**src/oc_consts.svh**
```systemverilog
`ifndef OC_CONSTS_SVH
`define OC_CONSTS_SVH

// Device I/O map, one byte per location
`define OC_ADDR_CMPA_L   4'h0
`define OC_ADDR_CMPA_H   4'h1
`define OC_ADDR_CMPB_L   4'h2
`define OC_ADDR_CMPB_H   4'h3
`define OC_ADDR_ACTION   4'h4
`define OC_ADDR_MODE     4'h5
`define OC_ADDR_FORCE    4'h6
`define OC_ADDR_IRQ_EN   4'h7
`define OC_ADDR_FLAGS    4'h8

// Field positions in the action byte
`define OC_ACT_A_LSB     0
`define OC_ACT_B_LSB     2

// Compare output actions
`define OC_ACT_NONE      2'h0
`define OC_ACT_TOGGLE    2'h1
`define OC_ACT_CLEAR     2'h2
`define OC_ACT_SET       2'h3

// Waveform modes
`define OC_MODE_NORMAL   4'h0
`define OC_MODE_PC_A     4'hB
`define OC_MODE_PFC_ICR  4'h8
`define OC_MODE_PFC_A    4'h9
`define OC_MODE_CTC_A    4'h4
`define OC_MODE_CTC_ICR  4'hC
`define OC_MODE_FAST_A   4'hF
`define OC_MODE_RESERVED 4'hD

// Reset values
`define OC_RST_BYTE      8'h00
`define OC_RST_WORD      16'h0000

// Controller map: bit 4 set selects the controller's own registers
`define HOST_ADDR_RESULT 5'h10
`define HOST_ADDR_STATUS 5'h11
`define HOST_SEL_BIT     4

`endif

```
**src/oc_pkg.sv**
```systemverilog
package oc_pkg;

    typedef logic [1:0] action_type;
    typedef logic [3:0] mode_type;

    typedef enum logic [4:0] {
        ST_IDLE     = 5'b00001,
        ST_WR_LOW   = 5'b00010,
        ST_RD_ISSUE = 5'b00100,
        ST_RD_LOW   = 5'b01000,
        ST_RD_HIGH  = 5'b10000
    } host_state_type;

endpackage

```
**src/io_bus_if.sv**
```systemverilog
`timescale 1ns/1ps

interface io_bus_if;
    logic [3:0] io_addr;
    logic [7:0] io_wdata;
    logic       io_wr;
    logic       io_rd;
    logic [7:0] io_rdata;

    modport dev (
        input  io_addr,
        input  io_wdata,
        input  io_wr,
        input  io_rd,
        output io_rdata
    );

    modport cpu (
        output io_addr,
        output io_wdata,
        output io_wr,
        output io_rd,
        input  io_rdata
    );
endinterface

```
**src/oc_unit.sv**
```systemverilog
// How it works
// Each channel compares counter with compare value
// Match sets flag on following timer tick
// Enabled flag requests irq; acknowledge clears it
// Writing one clears a flag; zero leaves it
// Output follows match, mode and action fields
// Channel A compare value can define TOP
// Buffering in twelve PWM modes, not others
// Buffer loads active value at TOP/BOTTOM only
// CPU reaches buffer or active by buffering
// Only CPU writes change it; direct reads
// High byte to temp, low write loads all
// Force acts like match, no flag, non-PWM
// Counter write blocks matches until next tick
// Counter written to TOP misses that match
// Software avoids writing BOTTOM while downcounting
// Output state kept across mode changes
// Action field takes effect immediately
// Software sets output state before pin enable
// Action zero leaves output state alone
// Reset clears every output state to zero
`timescale 1ns/1ps
`include "oc_consts.svh"

module oc_unit #(
    parameter int CHANNELS = 2
) (
    io_bus_if.dev                io,
    input  wire logic            clock,
    input  wire logic            sys_rst,
    input  wire logic            timer_tick,
    input  wire logic [15:0]     counter_value,
    input  wire logic            counter_top,
    input  wire logic            counter_bottom,
    input  wire logic            count_up,
    input  wire logic            counter_written,
    input  wire logic [1:0]      irq_ack,
    output logic [1:0]           channel_output_state,
    output logic [1:0]           compare_irq,
    output logic                 top_from_compare_a,
    output logic [15:0]          compare_a_top
);
    import oc_pkg::*;

    mode_type       waveform_mode_sel_q;
    logic [3:0]     compare_output_action_q;
    logic [1:0]     compare_irq_enable_q;
    logic [7:0]     temp_q;
    logic           block_q;
    logic [7:0]     rdata_q;
    logic           pwm_w;
    logic           fast_w;
    logic           bottom_update_w;
    logic           update_point_w;
    logic           wr_w;
    logic [15:0]    active_w [CHANNELS];
    logic [15:0]    buffer_w [CHANNELS];
    logic [1:0]     flag_w;
    logic [1:0]     ostate_w;

    assign wr_w = io.io_wr;

    // Mode classes; reserved mode treated as non-PWM
    always_comb begin
        case (waveform_mode_sel_q)
            `OC_MODE_NORMAL, `OC_MODE_CTC_A, `OC_MODE_CTC_ICR, `OC_MODE_RESERVED: pwm_w = 1'b0;
            default: pwm_w = 1'b1;
        endcase
    end

    always_comb begin
        case (waveform_mode_sel_q)
            4'h5, 4'h6, 4'h7, 4'hE, `OC_MODE_FAST_A: fast_w = 1'b1;
            default: fast_w = 1'b0;
        endcase
    end

    // Phase and frequency correct modes reload at BOTTOM, other PWM modes at TOP
    assign bottom_update_w = (waveform_mode_sel_q == `OC_MODE_PFC_ICR) || (waveform_mode_sel_q == `OC_MODE_PFC_A);
    assign update_point_w  = timer_tick && (bottom_update_w ? counter_bottom : counter_top);

    // Next output state for an event
    function automatic logic wave_next(
        input logic       cur,
        input action_type act,
        input logic       is_match,
        input logic       is_bottom,
        input logic       toggle_ok
    );
        logic res;
        res = cur;
        if (act == `OC_ACT_NONE) begin
            res = cur;
        end else if (!pwm_w) begin
            if (is_match) begin
                case (act)
                    `OC_ACT_TOGGLE: res = ~cur;
                    `OC_ACT_CLEAR:  res = 1'b0;
                    default:        res = 1'b1;
                endcase
            end
        end else if (act == `OC_ACT_TOGGLE) begin
            if (is_match && toggle_ok) begin
                res = ~cur;
            end
        end else if (fast_w) begin
            if (is_match) begin
                res = (act == `OC_ACT_SET);
            end else if (is_bottom) begin
                res = (act == `OC_ACT_CLEAR);
            end
        end else if (is_match) begin
            // Phase correct: polarity depends on count direction
            res = (act == `OC_ACT_SET) ? count_up : ~count_up;
        end
        return res;
    endfunction

    // Control registers
    always_ff @(posedge clock or posedge sys_rst) begin
        if (sys_rst) begin
            waveform_mode_sel_q     <= 4'h0;
            compare_output_action_q <= 4'h0;
            compare_irq_enable_q    <= 2'h0;
        end else if (wr_w) begin
            case (io.io_addr)
                `OC_ADDR_MODE:   waveform_mode_sel_q     <= io.io_wdata[3:0];
                `OC_ADDR_ACTION: compare_output_action_q <= io.io_wdata[3:0];
                `OC_ADDR_IRQ_EN: compare_irq_enable_q    <= io.io_wdata[1:0];
                default: ;
            endcase
        end
    end

    // Shared high-byte latch
    always_ff @(posedge clock or posedge sys_rst) begin
        if (sys_rst) begin
            temp_q <= `OC_RST_BYTE;
        end else if (wr_w && (io.io_addr == `OC_ADDR_CMPA_H || io.io_addr == `OC_ADDR_CMPB_H)) begin
            temp_q <= io.io_wdata;
        end
    end

    // Held until a tick consumes it, so a stopped timer still blocks
    always_ff @(posedge clock or posedge sys_rst) begin
        if (sys_rst) begin
            block_q <= 1'b0;
        end else if (counter_written) begin
            block_q <= 1'b1;
        end else if (timer_tick) begin
            block_q <= 1'b0;
        end
    end

    genvar ch;
    generate
        for (ch = 0; ch < CHANNELS; ch = ch + 1) begin : g_chan
            localparam logic [3:0] ADDR_L = 4'(2 * ch);
            logic [15:0] active_q;
            logic [15:0] buffer_q;
            logic        flag_q;
            logic        ostate_q;
            logic        match_w;
            logic        low_wr_w;
            logic        force_w;
            logic        toggle_ok_w;
            action_type  act_w;

            assign match_w  = (counter_value == active_q);
            assign low_wr_w = wr_w && (io.io_addr == ADDR_L);
            assign force_w  = wr_w && (io.io_addr == `OC_ADDR_FORCE) && io.io_wdata[ch] && !pwm_w;
            assign act_w    = compare_output_action_q[2*ch +: 2];
            assign toggle_ok_w = (ch == 0) && (waveform_mode_sel_q == `OC_MODE_FAST_A ||
                                 waveform_mode_sel_q == `OC_MODE_PFC_A || waveform_mode_sel_q == `OC_MODE_PC_A);

            always_ff @(posedge clock or posedge sys_rst) begin
                if (sys_rst) begin
                    buffer_q <= `OC_RST_WORD;
                end else if (low_wr_w && pwm_w) begin
                    buffer_q <= {temp_q, io.io_wdata};
                end
            end

            always_ff @(posedge clock or posedge sys_rst) begin
                if (sys_rst) begin
                    active_q <= `OC_RST_WORD;
                end else if (low_wr_w && !pwm_w) begin
                    active_q <= {temp_q, io.io_wdata};
                end else if (pwm_w && update_point_w) begin
                    active_q <= buffer_q;
                end
            end

            // Set wins over both clears
            always_ff @(posedge clock or posedge sys_rst) begin
                if (sys_rst) begin
                    flag_q <= 1'b0;
                end else if (timer_tick && match_w && !block_q) begin
                    flag_q <= 1'b1;
                end else if (irq_ack[ch]) begin
                    flag_q <= 1'b0;
                end else if (wr_w && io.io_addr == `OC_ADDR_FLAGS && io.io_wdata[ch]) begin
                    flag_q <= 1'b0;
                end
            end

            // Not touched by mode writes, so state survives mode changes
            always_ff @(posedge clock or posedge sys_rst) begin
                if (sys_rst) begin
                    ostate_q <= 1'b0;
                end else if (force_w) begin
                    ostate_q <= wave_next(ostate_q, act_w, 1'b1, 1'b0, 1'b0);
                end else if (timer_tick) begin
                    ostate_q <= wave_next(ostate_q, act_w, match_w && !block_q, counter_bottom, toggle_ok_w);
                end
            end

            assign active_w[ch] = active_q;
            assign buffer_w[ch] = buffer_q;
            assign flag_w[ch]   = flag_q;
            assign ostate_w[ch] = ostate_q;
        end
    endgenerate

    // Read path, data valid the cycle after the strobe
    always_ff @(posedge clock or posedge sys_rst) begin
        if (sys_rst) begin
            rdata_q <= `OC_RST_BYTE;
        end else if (io.io_rd) begin
            case (io.io_addr)
                `OC_ADDR_CMPA_L: rdata_q <= pwm_w ? buffer_w[0][7:0]  : active_w[0][7:0];
                `OC_ADDR_CMPA_H: rdata_q <= pwm_w ? buffer_w[0][15:8] : active_w[0][15:8];
                `OC_ADDR_CMPB_L: rdata_q <= pwm_w ? buffer_w[1][7:0]  : active_w[1][7:0];
                `OC_ADDR_CMPB_H: rdata_q <= pwm_w ? buffer_w[1][15:8] : active_w[1][15:8];
                `OC_ADDR_ACTION: rdata_q <= {4'h0, compare_output_action_q};
                `OC_ADDR_MODE:   rdata_q <= {4'h0, waveform_mode_sel_q};
                `OC_ADDR_IRQ_EN: rdata_q <= {6'h00, compare_irq_enable_q};
                `OC_ADDR_FLAGS:  rdata_q <= {6'h00, flag_w};
                default:         rdata_q <= `OC_RST_BYTE;
            endcase
        end
    end
    assign io.io_rdata = rdata_q;

    // Registered outputs, one cycle behind the state they show
    always_ff @(posedge clock or posedge sys_rst) begin
        if (sys_rst) begin
            compare_irq          <= 2'h0;
            channel_output_state <= 2'h0;
            top_from_compare_a   <= 1'b0;
            compare_a_top        <= `OC_RST_WORD;
        end else begin
            compare_irq          <= flag_w & compare_irq_enable_q & ~irq_ack;
            channel_output_state <= ostate_w;
            top_from_compare_a   <= (waveform_mode_sel_q == `OC_MODE_CTC_A) || (waveform_mode_sel_q == `OC_MODE_PFC_A)
                                    || (waveform_mode_sel_q == `OC_MODE_PC_A) || (waveform_mode_sel_q == `OC_MODE_FAST_A);
            compare_a_top        <= active_w[0];
        end
    end
endmodule

```
**src/flat_wrapper.sv**
```systemverilog
// flat-port wrapper written by rule: the top's interface ports become plain ports
module oc_unit_flat import oc_pkg::*;
#(
    parameter int CHANNELS = 2
)
  (clock, sys_rst, timer_tick, counter_value, counter_top, counter_bottom, count_up, counter_written, irq_ack, channel_output_state, compare_irq, top_from_compare_a, compare_a_top, io_io_addr, io_io_wdata, io_io_wr, io_io_rd, io_io_rdata);
  io_bus_if io_i ();
  input  wire logic clock;
  input  wire logic sys_rst;
  input  wire logic timer_tick;
  input  wire logic [15:0] counter_value;
  input  wire logic counter_top;
  input  wire logic counter_bottom;
  input  wire logic count_up;
  input  wire logic counter_written;
  input  wire logic [1:0] irq_ack;
  output logic [1:0] channel_output_state;
  output logic [1:0] compare_irq;
  output logic top_from_compare_a;
  output logic [15:0] compare_a_top;
  input wire logic [$bits(io_i.io_addr)-1:0] io_io_addr;
  input wire logic [$bits(io_i.io_wdata)-1:0] io_io_wdata;
  input wire logic [$bits(io_i.io_wr)-1:0] io_io_wr;
  input wire logic [$bits(io_i.io_rd)-1:0] io_io_rd;
  output wire logic [$bits(io_i.io_rdata)-1:0] io_io_rdata;
  assign io_i.io_addr = io_io_addr;
  assign io_i.io_wdata = io_io_wdata;
  assign io_i.io_wr = io_io_wr;
  assign io_i.io_rd = io_io_rd;
  assign io_io_rdata = io_i.io_rdata;
  oc_unit #(.CHANNELS(CHANNELS)) u_core (.io(io_i), .clock(clock), .sys_rst(sys_rst), .timer_tick(timer_tick), .counter_value(counter_value), .counter_top(counter_top), .counter_bottom(counter_bottom), .count_up(count_up), .counter_written(counter_written), .irq_ack(irq_ack), .channel_output_state(channel_output_state), .compare_irq(compare_irq), .top_from_compare_a(top_from_compare_a), .compare_a_top(compare_a_top));
endmodule
```
**config.mk**
```make
export PLATFORM = sky130hd
export DESIGN_NAME = oc_unit_flat
export DESIGN_NICKNAME = d
export VERILOG_FILES = /design/src/oc_pkg.sv /design/src/io_bus_if.sv /design/src/oc_unit.sv /design/src/flat_wrapper.sv
export VERILOG_INCLUDE_DIRS = /design/src
export SDC_FILE = /design/constraint.sdc
export NUM_CORES = 1
export LEC_CHECK = 0
export ABC_AREA = 0
export BUFFER_PORTS_ARGS = -buffer_cell sky130_fd_sc_hd__buf_2
export CORE_MARGIN = 4
export CORE_UTILIZATION = 40
export CTS_CLUSTER_SIZE = 20
export DETAILED_ROUTE_END_ITERATION = 8
export PLACE_DENSITY = 0.6
export SYNTH_ARGS = -nofsm -noshare
export SYNTH_HDL_FRONTEND = slang
export SYNTH_SLANG_ARGS = --single-unit
```
**constraint.sdc**
```tcl
create_clock -name clock -period 3.35 [get_ports clock]
set_input_delay 0.335 -clock clock [delete_from_list [all_inputs] [get_ports clock]]
set_output_delay 0.335 -clock clock [all_outputs]
set_load 0.02 [all_outputs]
```
Word-level counts from Yosys, hierarchy flattened
Cells that the tools add are included. W data, S select, Z words.

Logic and storage cells: 165. Bits in registers: 116.

Eq/ne operators: 32. Reductions and logical operators: 54. Multiplexer cells: 53. Bitwise gates (word level): 8.

Operator list (number): $mux W16 (4); $pmux W8 S8 (1); $mux W1 (42); $eq A16 B16 Y1 (2); $eq A4 B3 Y1 const B (8); $eq A4 B4 Y1 const B (8); $mux W8 (4); $logic_and A1 B1 Y1 (24); $reduce_bool A4 Y1 (4); $reduce_bool A2 Y1 (5); $eq A2 B2 Y1 const B (4); $eq A4 B2 Y1 const B (2); $logic_not A4 Y1 (2); $logic_or A1 B1 Y1 (7); $reduce_and A7 Y1 (1); $ne A3 B3 Y1 const B (2); $reduce_and A2 Y1 (3); $reduce_and A6 Y1 (1); $reduce_bool A3 Y1 (2); $not A1 Y1 (5); $reduce_or A5 Y1 (1); $and A2 B2 Y2 (2); $eq A2 B1 Y1 const B (2); $eq A4 B1 Y1 const B (1); 8 further kinds (10).

Logic depth before layout (Yosys ltp)
Gate-level depths: netlist (run 1).

Depth after elaboration: 10. Depth in mapped cells: 9. Mapped depth without buffers: 6.

Least setup slack after synthesis (run 1)
OpenSTA, ideal clock, no wires.

Path kind: reg-to-reg. Start point: register u_core.waveform_mode_sel_q[3]. End point: register u_core.g_chan[0].buffer_q[0]. Setup time: 128 ps. Path slack: 1345 ps. Data required time: 3222 ps. Arrival time: 1878 ps. Clock period less this slack: 2005 ps. Cell stages (with the launch flop): 8. Path through: dfrtp_1 nor2b_1 or3_1 buf_2 buf_6 nand3_2 buf_2 mux2_1.

Longest elaborated chain between the ends: 4.

Ends and longest elaborated chain: start: declaration (line oc_unit.sv:45) `mode_type waveform_mode_sel_q;`; start signal: assignment (line oc_unit.sv:127) `` `OC_ADDR_MODE: waveform_mode_sel_q <= io.io_wdata[3:0]; ``; $eq A4 B4 Y1 (tied with other cells) (line oc_unit.sv:65) `case (waveform_mode_sel_q)`; $reduce_or A4 Y1 (*) (line oc_unit.sv:65); $mux W1 (*) (line oc_unit.sv:65); $logic_and A1 B1 Y1 (*) (line oc_unit.sv:179) `end else if (low_wr_w && pwm_w) begin`; end signal: assignment (line oc_unit.sv:178) `` buffer_q <= `OC_RST_WORD; ``; end signal: assignment (line oc_unit.sv:180) `buffer_q <= {temp_q, io.io_wdata};`; end: declaration (line oc_unit.sv:160) `logic [15:0] buffer_q;`.

Every way passes the cells marked *; elsewhere a longest branch is shown, timed or not. A chain may end at the register's enable or synchronous reset.

Final worst setup path (run 1)
Start point: register u_core.waveform_mode_sel_q[3]. End point: register u_core.rdata_q[5] (netlist: u_core.io.io_rdata[5]).

Longest elaborated chain between the ends: 4.

Ends and longest elaborated chain: $eq A4 B4 Y1 (tied with other cells) (line oc_unit.sv:65); $reduce_or A4 Y1 (*) (line oc_unit.sv:65); $mux W8 (on tied branches); $pmux W8 S8 (*) (line oc_unit.sv:230) `case (io.io_addr)`; end signal: assignment (line oc_unit.sv:231) `` `OC_ADDR_CMPA_L: rdata_q <= pwm_w ? buffer_w[0][7:0] : active_w[0][7:0]; ``; end signal: assignment (line oc_unit.sv:234) `` `OC_ADDR_CMPB_H: rdata_q <= pwm_w ? buffer_w[1][15:8] : active_w[1][15:8]; ``; end signal: assignment (line oc_unit.sv:235) `` `OC_ADDR_ACTION: rdata_q <= {4'h0, compare_output_action_q}; ``; end: declaration (line oc_unit.sv:50) `logic [7:0] rdata_q;`.

Marked as above.

==> out/metrics.cfg, run 1 <==
[synthesis]
synth_common_cells=dfrtp_1, nor2_1, mux2i_1, nand2_1, mux2_2
avgSynthCellArea_um2=11.2
synth-edff-count=0
ys_top_cells_by_area=dfrtp_1, mux2_2, mux2i_1, mux2_1, xnor2_1
synth_nets=548
synth_flop_cell=dfrtp_1
synth_cells=509
synth_seq_area_share_pct=51.0
synth_largest_area_cell=dfrtp_1
ys_warn_count=0
netlist.area_leader.share_pct=51.0
synthArstFlopShare_pct=100
yosysMostFrequentCell=dfrtp_1
syn-cell-area_mm2=0.00569
ys_types=52
yosys_register_bits=116

[clock_network]
clock_path_buffers=2
clkLatencyLatePin_ns=0.42
clock-sinks=116
cts_tree=done
htreeDepth=4
cts_buffers=17
root_buffer=clkbuf_16
clkTransAtPathRegs_ns=0.06

[grt]
grt_overflow=0
grt_max_degree=75
antenna_found_initial=0
grt_pass1_vias=4405
grt_pass1_wl_mm=24.5
grt_usage_pct=19.8

[timing]
hold_viol=0
tns_ns=0
setup_violations=0
rsz0062_at_grt=no
fmax_mhz=416
final.setup_skew_ns=0.0128
finalCritPeriodShare_pct=71.8
finalCriticalPeriod_ns=2.40
slew-limit-headroom_pct=55.7
tightest_slew_ns=0.655
slew_violations=0

[die]
start_util_pct=40.8
top_level_ports=68
die_width_um=127
die_h_um=127
rows=43
die-area_mm2=0.0162
core_mm2=0.0139

[final_layout]
layout-drive-gt1-share_pct=26.0
fillers=1252
nets=614
final_area_mm2=0.00684
antenna_cells_inserted=0
area_growth_pct=20.2

[power]
peakVddDrop_uv=391
power.density_mw_per_mm2=809
cellLeakagePower_nw=3.09
p_total_mw=5.53

[route]
firstDrtPassIters=5
drtIter0Drc=297
post_drt_via_cell_ratio=5.61
drt-wirelength-per-cell_um=20.0
drc_errors=0
ant_nets=0
drt-total-wl_mm=15.3
via_count=4311

[critical_path]
path_class=reg -> reg
critPathRequiredTime_ns=3.64
start_kind=register
cp_max_fo=8
endpoint_kind=register
arrival_ns=2.69

[worst_hold_path]
hold_class=in -> reg

[job]
cap_violations=0

[outcome]
status=completed

[placed_design]
dpl-instance-area_mm2=0.00621
portBuffers=67
dp_hpwl_mm=10.9
gpl.final_weighted_congestion=0.874

-- metrics by stage --
stage / utilization [%] / hold slack (ns) / cells / setup WS (ns)
detailed placement: 44.5 / 0.317 / 735 / 0.897
CTS: 49.1 / 0.117 / 768 / 0.950
global route: 49.1 / 0.133 / 768 / 0.853
global placement: 44.5 / 0.314 / 735 / 0.909
floorplan: - / 0.368 / 509 / 1.34
finish: 49.1 / 0.126 / 768 / 0.946
-- critical path: stages (launching register included) --
cell,delay (ns)
dfrtp_1,0.45
nor2b_1,0.26
or3_1,0.33
buf_4,0.27
mux4_2,0.53
a21oi_1,0.32
o22ai_1,0.11
-- sequential cells by signal, summed over array words and instances (netlist names), 4 cells and up --
register                        count
u_core.g_chan.active_q             32
u_core.g_chan.buffer_q             32
u_core.compare_a_top               16
u_core.io.io_rdata                  8
u_core.temp_q                       8
u_core.compare_output_action_q      4
u_core.waveform_mode_sel_q          4
-- cell type report --
| type | count | area [µm²] | area share, % |
|---|---|---|---|
| multi-input combinational | 349 | 2600 | 38.0 |
| tap | 180 | 225 | 3.29 |
| inverter | 12 | 48.8 | 0.713 |
| sequential | 116 | 2900 | 42.4 |
| clock buffer | 19 | 443 | 6.47 |
| clock inverter | 13 | 183 | 2.67 |
| timing repair buffer | 79 | 440 | 6.44 |
-- placed cells by master, fill, tap and decap left out, types with 3 or more instances in the layout --
cell and instances:
nor2b_1 6, xnor2_1 22, xor2_1 10, o21ai_0 14
nand2_1 34, a221oi_1 9, clkinv_2 3, dfrtp_1 116
a22oi_1 3, clkbuf_16 17, mux2_2 33, nand4_1 7
a21oi_1 10, o21ai_1 11, o22ai_1 26, bufinv_16 4
or3_1 3, nand3_1 13, mux4_2 4, clkinvlp_4 5
inv_1 11, nor2_1 40, nand3_2 3, and3_1 5
buf_2 67, a31oi_1 3, mux2_1 21, buf_4 10
mux2i_1 36
-- power breakdown --
part	leakage (nW)	switching [mW]	internal [mW]
logic	1.31	0.703	0.630
registers	1.49	0.435	1.85
clock network	0.295	0.652	1.26
total	3.09	1.79	3.74
-- what timing repair did --
action / CTS / global route
endpoints found under the hold margin: 10 / 0
hold buffers: 1 / 0
resized for setup: 0 / 0
setup buffers: 0 / 0
-- final timing paths --
check	slack, ns	cells past startpoint	endpoint	start
hold reg to reg	0.43	0	u_core.channel_output_state[0]	u_core.g_chan[0].ostate_q
setup / recovery	0.95	6	u_core.io.io_rdata[5]	u_core.waveform_mode_sel_q[3]
hold / removal	0.13	2	u_core.block_q	counter_written
min in group asynchronous	0.42	3	u_core.g_chan[0].ostate_q	sys_rst
setup reg to reg	0.95	6	u_core.io.io_rdata[5]	u_core.waveform_mode_sel_q[3]
max in group asynchronous	2.23	4	u_core.g_chan[0].active_q[8]	sys_rst
-- cell families (layout without fill, tap and decap cells) --
group / Yosys count / count (layout) / synth area share (%)
AND/OR/NAND/NOR: 131 / 131 / 11.7
XOR/XNOR: 32 / 32 / 4.92
buffers and inverters: 44 / 123 / 3.34
AO/OA/AOI/OAI: 92 / 92 / 10.4
multiplexers: 94 / 94 / 18.6
flip-flops: 116 / 116 / 51.0
-- routing by layer --
metal  vias to the layer above  wire length (µm)  GRT usage [%]
li1                       1972                 -              -
met5                         -                 0              0
met1                      2167              6990           27.2
met2                       149              7070           30.8
met4                         0               253           5.99
met3                        23              1020           5.35
(Power assumes the default switching activity.)
==> inputs of run 2 (changes only) <==
PLACE_DENSITY = 0.57   (was 0.6)
clock period = 2.36 ns   (was 3.35 ns; I/O delays follow)
==> run 2 against run 1 <==
- combinational power up 46%
- setup slack lost 0.74 ns
- routed wire length increased by 3.2%
- non-clock buffer count up 9
- cell count increased by 1.2%
- clock skew grew 0.0079 ns
- count of clock-buffer cells in the layout is 3 higher
- design area increased by 0.40%
- maximum frequency rose by 12%
- via count up 0.32%
- first-iteration DRC count grew 12%
- highest routed layer unchanged
==> out/metrics.cfg, run 2 (synthesis results as in run 1) <==
[timing]
finalCritPeriodShare_pct=91.2
fmax_mhz=465
setup_slack_ns=0.208
finalCriticalPeriod_ns=2.15
tns_ns=0
final.setup_skew_ns=0.0206
hold_viol=0
slew_violations=0
tightest_slew_ns=0.688
slew-limit-headroom_pct=53.5
whs_ns=0.0487
rsz0062_at_grt=no
setup_violations=0

[route]
ant_nets=0
drt-wirelength-per-cell_um=20.4
firstDrtPassIters=6
post_drt_via_cell_ratio=5.57
drc_errors=0
drtIter0Drc=334
via_count=4325
drt-total-wl_mm=15.8

[clock_network]
root_buffer=clkbuf_16
post_cts_buffers=0
htreeDepth=4
clock_path_buffers=2
cts_buffers=17
clkLatencyLatePin_ns=0.42
clock-sinks=116
cts_tree=done
clkTransAtPathRegs_ns=0.05

[final_layout]
area_growth_pct=20.7
layout_common_cells=dfrtp_1, buf_2, nor2_1
layout_commonest_cell=dfrtp_1
largestRegisters=u_core.g_chan.active_q (32), u_core.g_chan.buffer_q (32), u_core.compare_a_top (16)
utilization_pct=49.3
antenna_cells_inserted=0
nets=623
layout-drive-gt1-share_pct=27.0

[die]
die_h_um=127
die-area_mm2=0.0162
core_mm2=0.0139
top_level_ports=68
start_util_pct=40.8
die_width_um=127
rows=43

[critical_path]
critPathRequiredTime_ns=2.65
endpoint_kind=register
path_class=reg -> reg
arrival_ns=2.44
cp_max_fo=4
start_kind=register

[power]
p_total_mw=7.67
cellLeakagePower_nw=3.12
power.density_mw_per_mm2=1120
peakVddDrop_uv=458

[grt]
grt_usage_pct=20.5
grt_max_degree=44
grt_overflow=0
antenna_found_initial=0
grt_pass1_vias=4459
grt_pass1_wl_mm=25.3

[worst_hold_path]
hold_class=in -> reg

[placed_design]
gpl.final_weighted_congestion=0.874
portBuffers=67
dp_hpwl_mm=11.2
place_ws_ns=0.0199

[outcome]
status=completed

[job]
cap_violations=0

## run 2: cell count changes in the layout (fill, tap and decap cells not counted)
cell,change
nand2_2,+1
nand2_1,-1
clkbuf_1,+2
clkinv_4,-1
clkinvlp_4,-3
buf_12,+1
clkbuf_8,+1
clkinv_2,+3
bufinv_16,-2
buf_4,+8
## run 2: worst paths after layout
path                                               start                        endpoint  slack [ns]  depth (start not counted)
setup / recovery           u_core.g_chan[0].active_q[13]       u_core.g_chan[0].ostate_q        0.21                          6
hold / removal                           counter_written                  u_core.block_q        0.05                          2
setup reg to reg           u_core.g_chan[0].active_q[13]       u_core.g_chan[0].ostate_q        0.21                          6
hold reg to reg                u_core.g_chan[0].ostate_q  u_core.channel_output_state[0]        0.42                          0
max in group asynchronous                        sys_rst    u_core.g_chan[1].active_q[1]        1.14                          4
min in group asynchronous                        sys_rst         u_core.compare_a_top[1]        0.37                          3
## run 2: area by class of cell
type	instances	area, µm²
fillers	1281	7070
clock inverters	10	106
clock buffers	22	464
flip-flops and latches	116	2900
multi-input cells	349	2600
inverters	12	48.8
well taps	180	225
repair buffers	88	520
## run 2: metal layers
metal | up-vias | global-route usage [%] | part of all wire, %
li1 | 1999 | - | -
met1 | 2173 | 28.6 | 46
met2 | 138 | 31.6 | 47
met3 | 15 | 5.60 | 5.6
met4 | 0 | 5.93 | 1.2
met5 | - | 0 | 0
## run 2: critical path, cell delays in order, from the launching register on
cell,delay (ns)
dfrtp_1,0.43
xnor2_1,0.22
nand4_1,0.10
or4_1,0.60
or4_1,0.50
nand3_1,0.09
o21ai_1,0.08
## run 2: power breakdown
group	internal (mW)	switching [mW]
Combinational	0.928	1.01
Sequential	2.63	0.618
Clock	1.60	0.885
## run 2: timing repair
| action | in CTS | in global routing |
|---|---|---|
| gates resized for setup | 0 | 1 |
| endpoints found under the setup margin | 0 | 1 |
| hold buffers | 1 | 0 |
| endpoints found under the hold margin | 14 | 0 |
## run 2: stage by stage
| step | instances | area, µm² |
|---|---|---|
| 3_3_place_gp | 744 | 6290 |
| 5_1_grt | 777 | 6870 |
| 4_1_cts | 777 | 6870 |
| 6_report | 777 | 6870 |
| 2_1_floorplan | 509 | 5700 |
| 3_5_place_dp | 744 | 6290 |
==> inputs of run 3 (changes only) <==
MAX_ROUTING_LAYER = met4   (was default)
REMOVE_ABC_BUFFERS = 1   (was default)
==> run 3 against run 2 <==
- clock skew decreased by 0.010 ns
- setup slack got worse by 0.013 ns
- sequential power about the same
- global-route usage rose by 1.4 points
- sequential share of layout area fell by 0.68 points
- non-clock buffer count is 3 higher
- die area did not move
- maximum frequency fell by 0.60%
- total power increased by 3.9%
- routed wire length grew 5.4%
- utilization up 0.81 points
- via count increased by 0.42%
- critical path type unchanged
==> out/metrics.cfg, run 3 (synthesis results as in run 1) <==
[timing]
fmax_mhz=462
setup_violations=0
whs_ns=0.0613
slew_violations=0
finalCriticalPeriod_ns=2.17
finalCritPeriodShare_pct=91.8
slew-limit-headroom_pct=53.2
tightest_slew_ns=0.694
rsz0062_at_grt=no
tns_ns=0
hold_viol=0
final.setup_skew_ns=0.0103

[clock_network]
clkTransAtPathRegs_ns=0.06
post_cts_buffers=0
root_buffer=clkbuf_16
htreeDepth=4
clock-sinks=116
ctsHoldBuffers=1
clock_path_buffers=2
clkLatencyLatePin_ns=0.42
cts_tree=done
cts_buffers=17
cts-resized-gates=0

[route]
firstDrtPassIters=6
via_count=4343
drtIter0Drc=403
drt-total-wl_mm=16.7
drc_errors=0
drt-wirelength-per-cell_um=21.4
ant_nets=0
post_drt_via_cell_ratio=5.57

[die]
start_util_pct=40.8
die_h_um=127
die_width_um=127
top_level_ports=68
core_mm2=0.0139
die-area_mm2=0.0162
rows=43

[critical_path]
arrival_ns=2.51
path_class=reg -> reg
crit_slowest_cell=nand2_1
r2r_slack_ns=0.19
crit_chain=nor2b_1, nor3_2, buf_12, or3_1, nand2_1, nor2_1, nor2_1
cp-endpoint=u_core.g_chan[1].active_q[13]
reg2reg_depth=7
critPathRequiredTime_ns=2.70
worst_path_most_repeated_cell=nor2_1
slowest_delay_ns=0.46
reg2reg_to=u_core.g_chan[1].active_q[13]
cp_max_fo=21
endpoint_kind=register
start_kind=register
crit-reg2reg-launch=u_core.waveform_mode_sel_q[3]
cp-startpoint=u_core.waveform_mode_sel_q[3]

[final_layout]
utilization_pct=50.1
antenna_cells_inserted=0
final_area_mm2=0.00698
fillers=1262
area_growth_pct=22.7
nets=626
largestRegisters=u_core.g_chan.active_q (32), u_core.g_chan.buffer_q (32), u_core.compare_a_top (16)
layout_commonest_cell=dfrtp_1
final-instance-count-excl-fill=780
layout_common_cells=dfrtp_1, buf_2, nor2_1
layout-drive-gt1-share_pct=27.3

[placed_design]
dpl-instance-area_mm2=0.00634
placed_cells=747
dp_hpwl_mm=11.7
gpl.final_weighted_congestion=0.935
portBuffers=67

[grt]
grt_max_degree=75
grt_pass1_vias=4550
grt_usage_pct=21.9
antenna_found_initial=0
grt_pass1_wl_mm=26.2
grt_overflow=0

[worst_hold_path]
hold_class=in -> reg

[power]
cellLeakagePower_nw=3.19
power.density_mw_per_mm2=1140
peakVddDrop_uv=559

[job]
cap_violations=0

[outcome]
status=completed

==> run 3: changes by cell type in the layout (fill, tap and decap cells not counted), sizes merged <==
| cell | previous run | this run |
|---|---|---|
| inv | 11 | 12 |
| buf | 87 | 90 |
| clkinvlp | 2 | 1 |
| clkinv | 7 | 5 |
| bufinv | 2 | 4 |
==> run 3: power by group <==
group / internal (mW) / switching (mW)
combinational: 0.946 / 1.04
clock: 1.84 / 0.895
sequential: 2.63 / 0.617
==> run 3: metal layers <==
metal  global-route usage, %  vias up  part of all wire (%)
met4                    6.94        0                   2.1
met1                    29.5     2184                    46
met3                    5.27       21                   6.1
met5                       -        -                     0
li1                        -     1993                     -
met2                    33.0      145                    46
==> run 3: area by class of cell <==
class                   count  area, µm²  area share, %
flip-flops and latches    116       2900           41.6
multi-input cells         349       2600           37.2
repair buffers             91        581           8.32
clock buffers              22        474           6.79
well taps                 180        225           3.23
clock inverters            10        153           2.19
inverters                  12       47.5          0.681
==> run 3: critical path: cells and delay by family, from the launching register on <==
kind	cells	cell delay, ns
simple gates	6	1.45
flops	1	0.45
buf+inv	1	0.17
==> run 3: metrics by stage <==
stage / power (mW) / worst slack, ns
after floorplan: 4.43 / -0.948
after global placement: 5.19 / 0.248
after detailed placement: 5.26 / 0.219
after CTS: 8.03 / 0.207
after global routing: 8.39 / 0.0609
final: 7.97 / 0.195
==> run 3: worst min path at each step <==
| stage | start | to | slack (ns) | cells after the start |
|---|---|---|---|---|
| after global placement | sys_rst | u_core.compare_output_action_q[1] | 0.12 | 2 |
| final | counter_written | u_core.block_q | 0.06 | 2 |
| after CTS | counter_written | u_core.block_q | 0.03 | 2 |
| after detailed placement | sys_rst | u_core.compare_output_action_q[1] | 0.12 | 2 |
| after global routing | counter_written | u_core.block_q | 0.07 | 2 |
| after floorplan | counter_written | u_core.block_q | 0.33 | 1 |
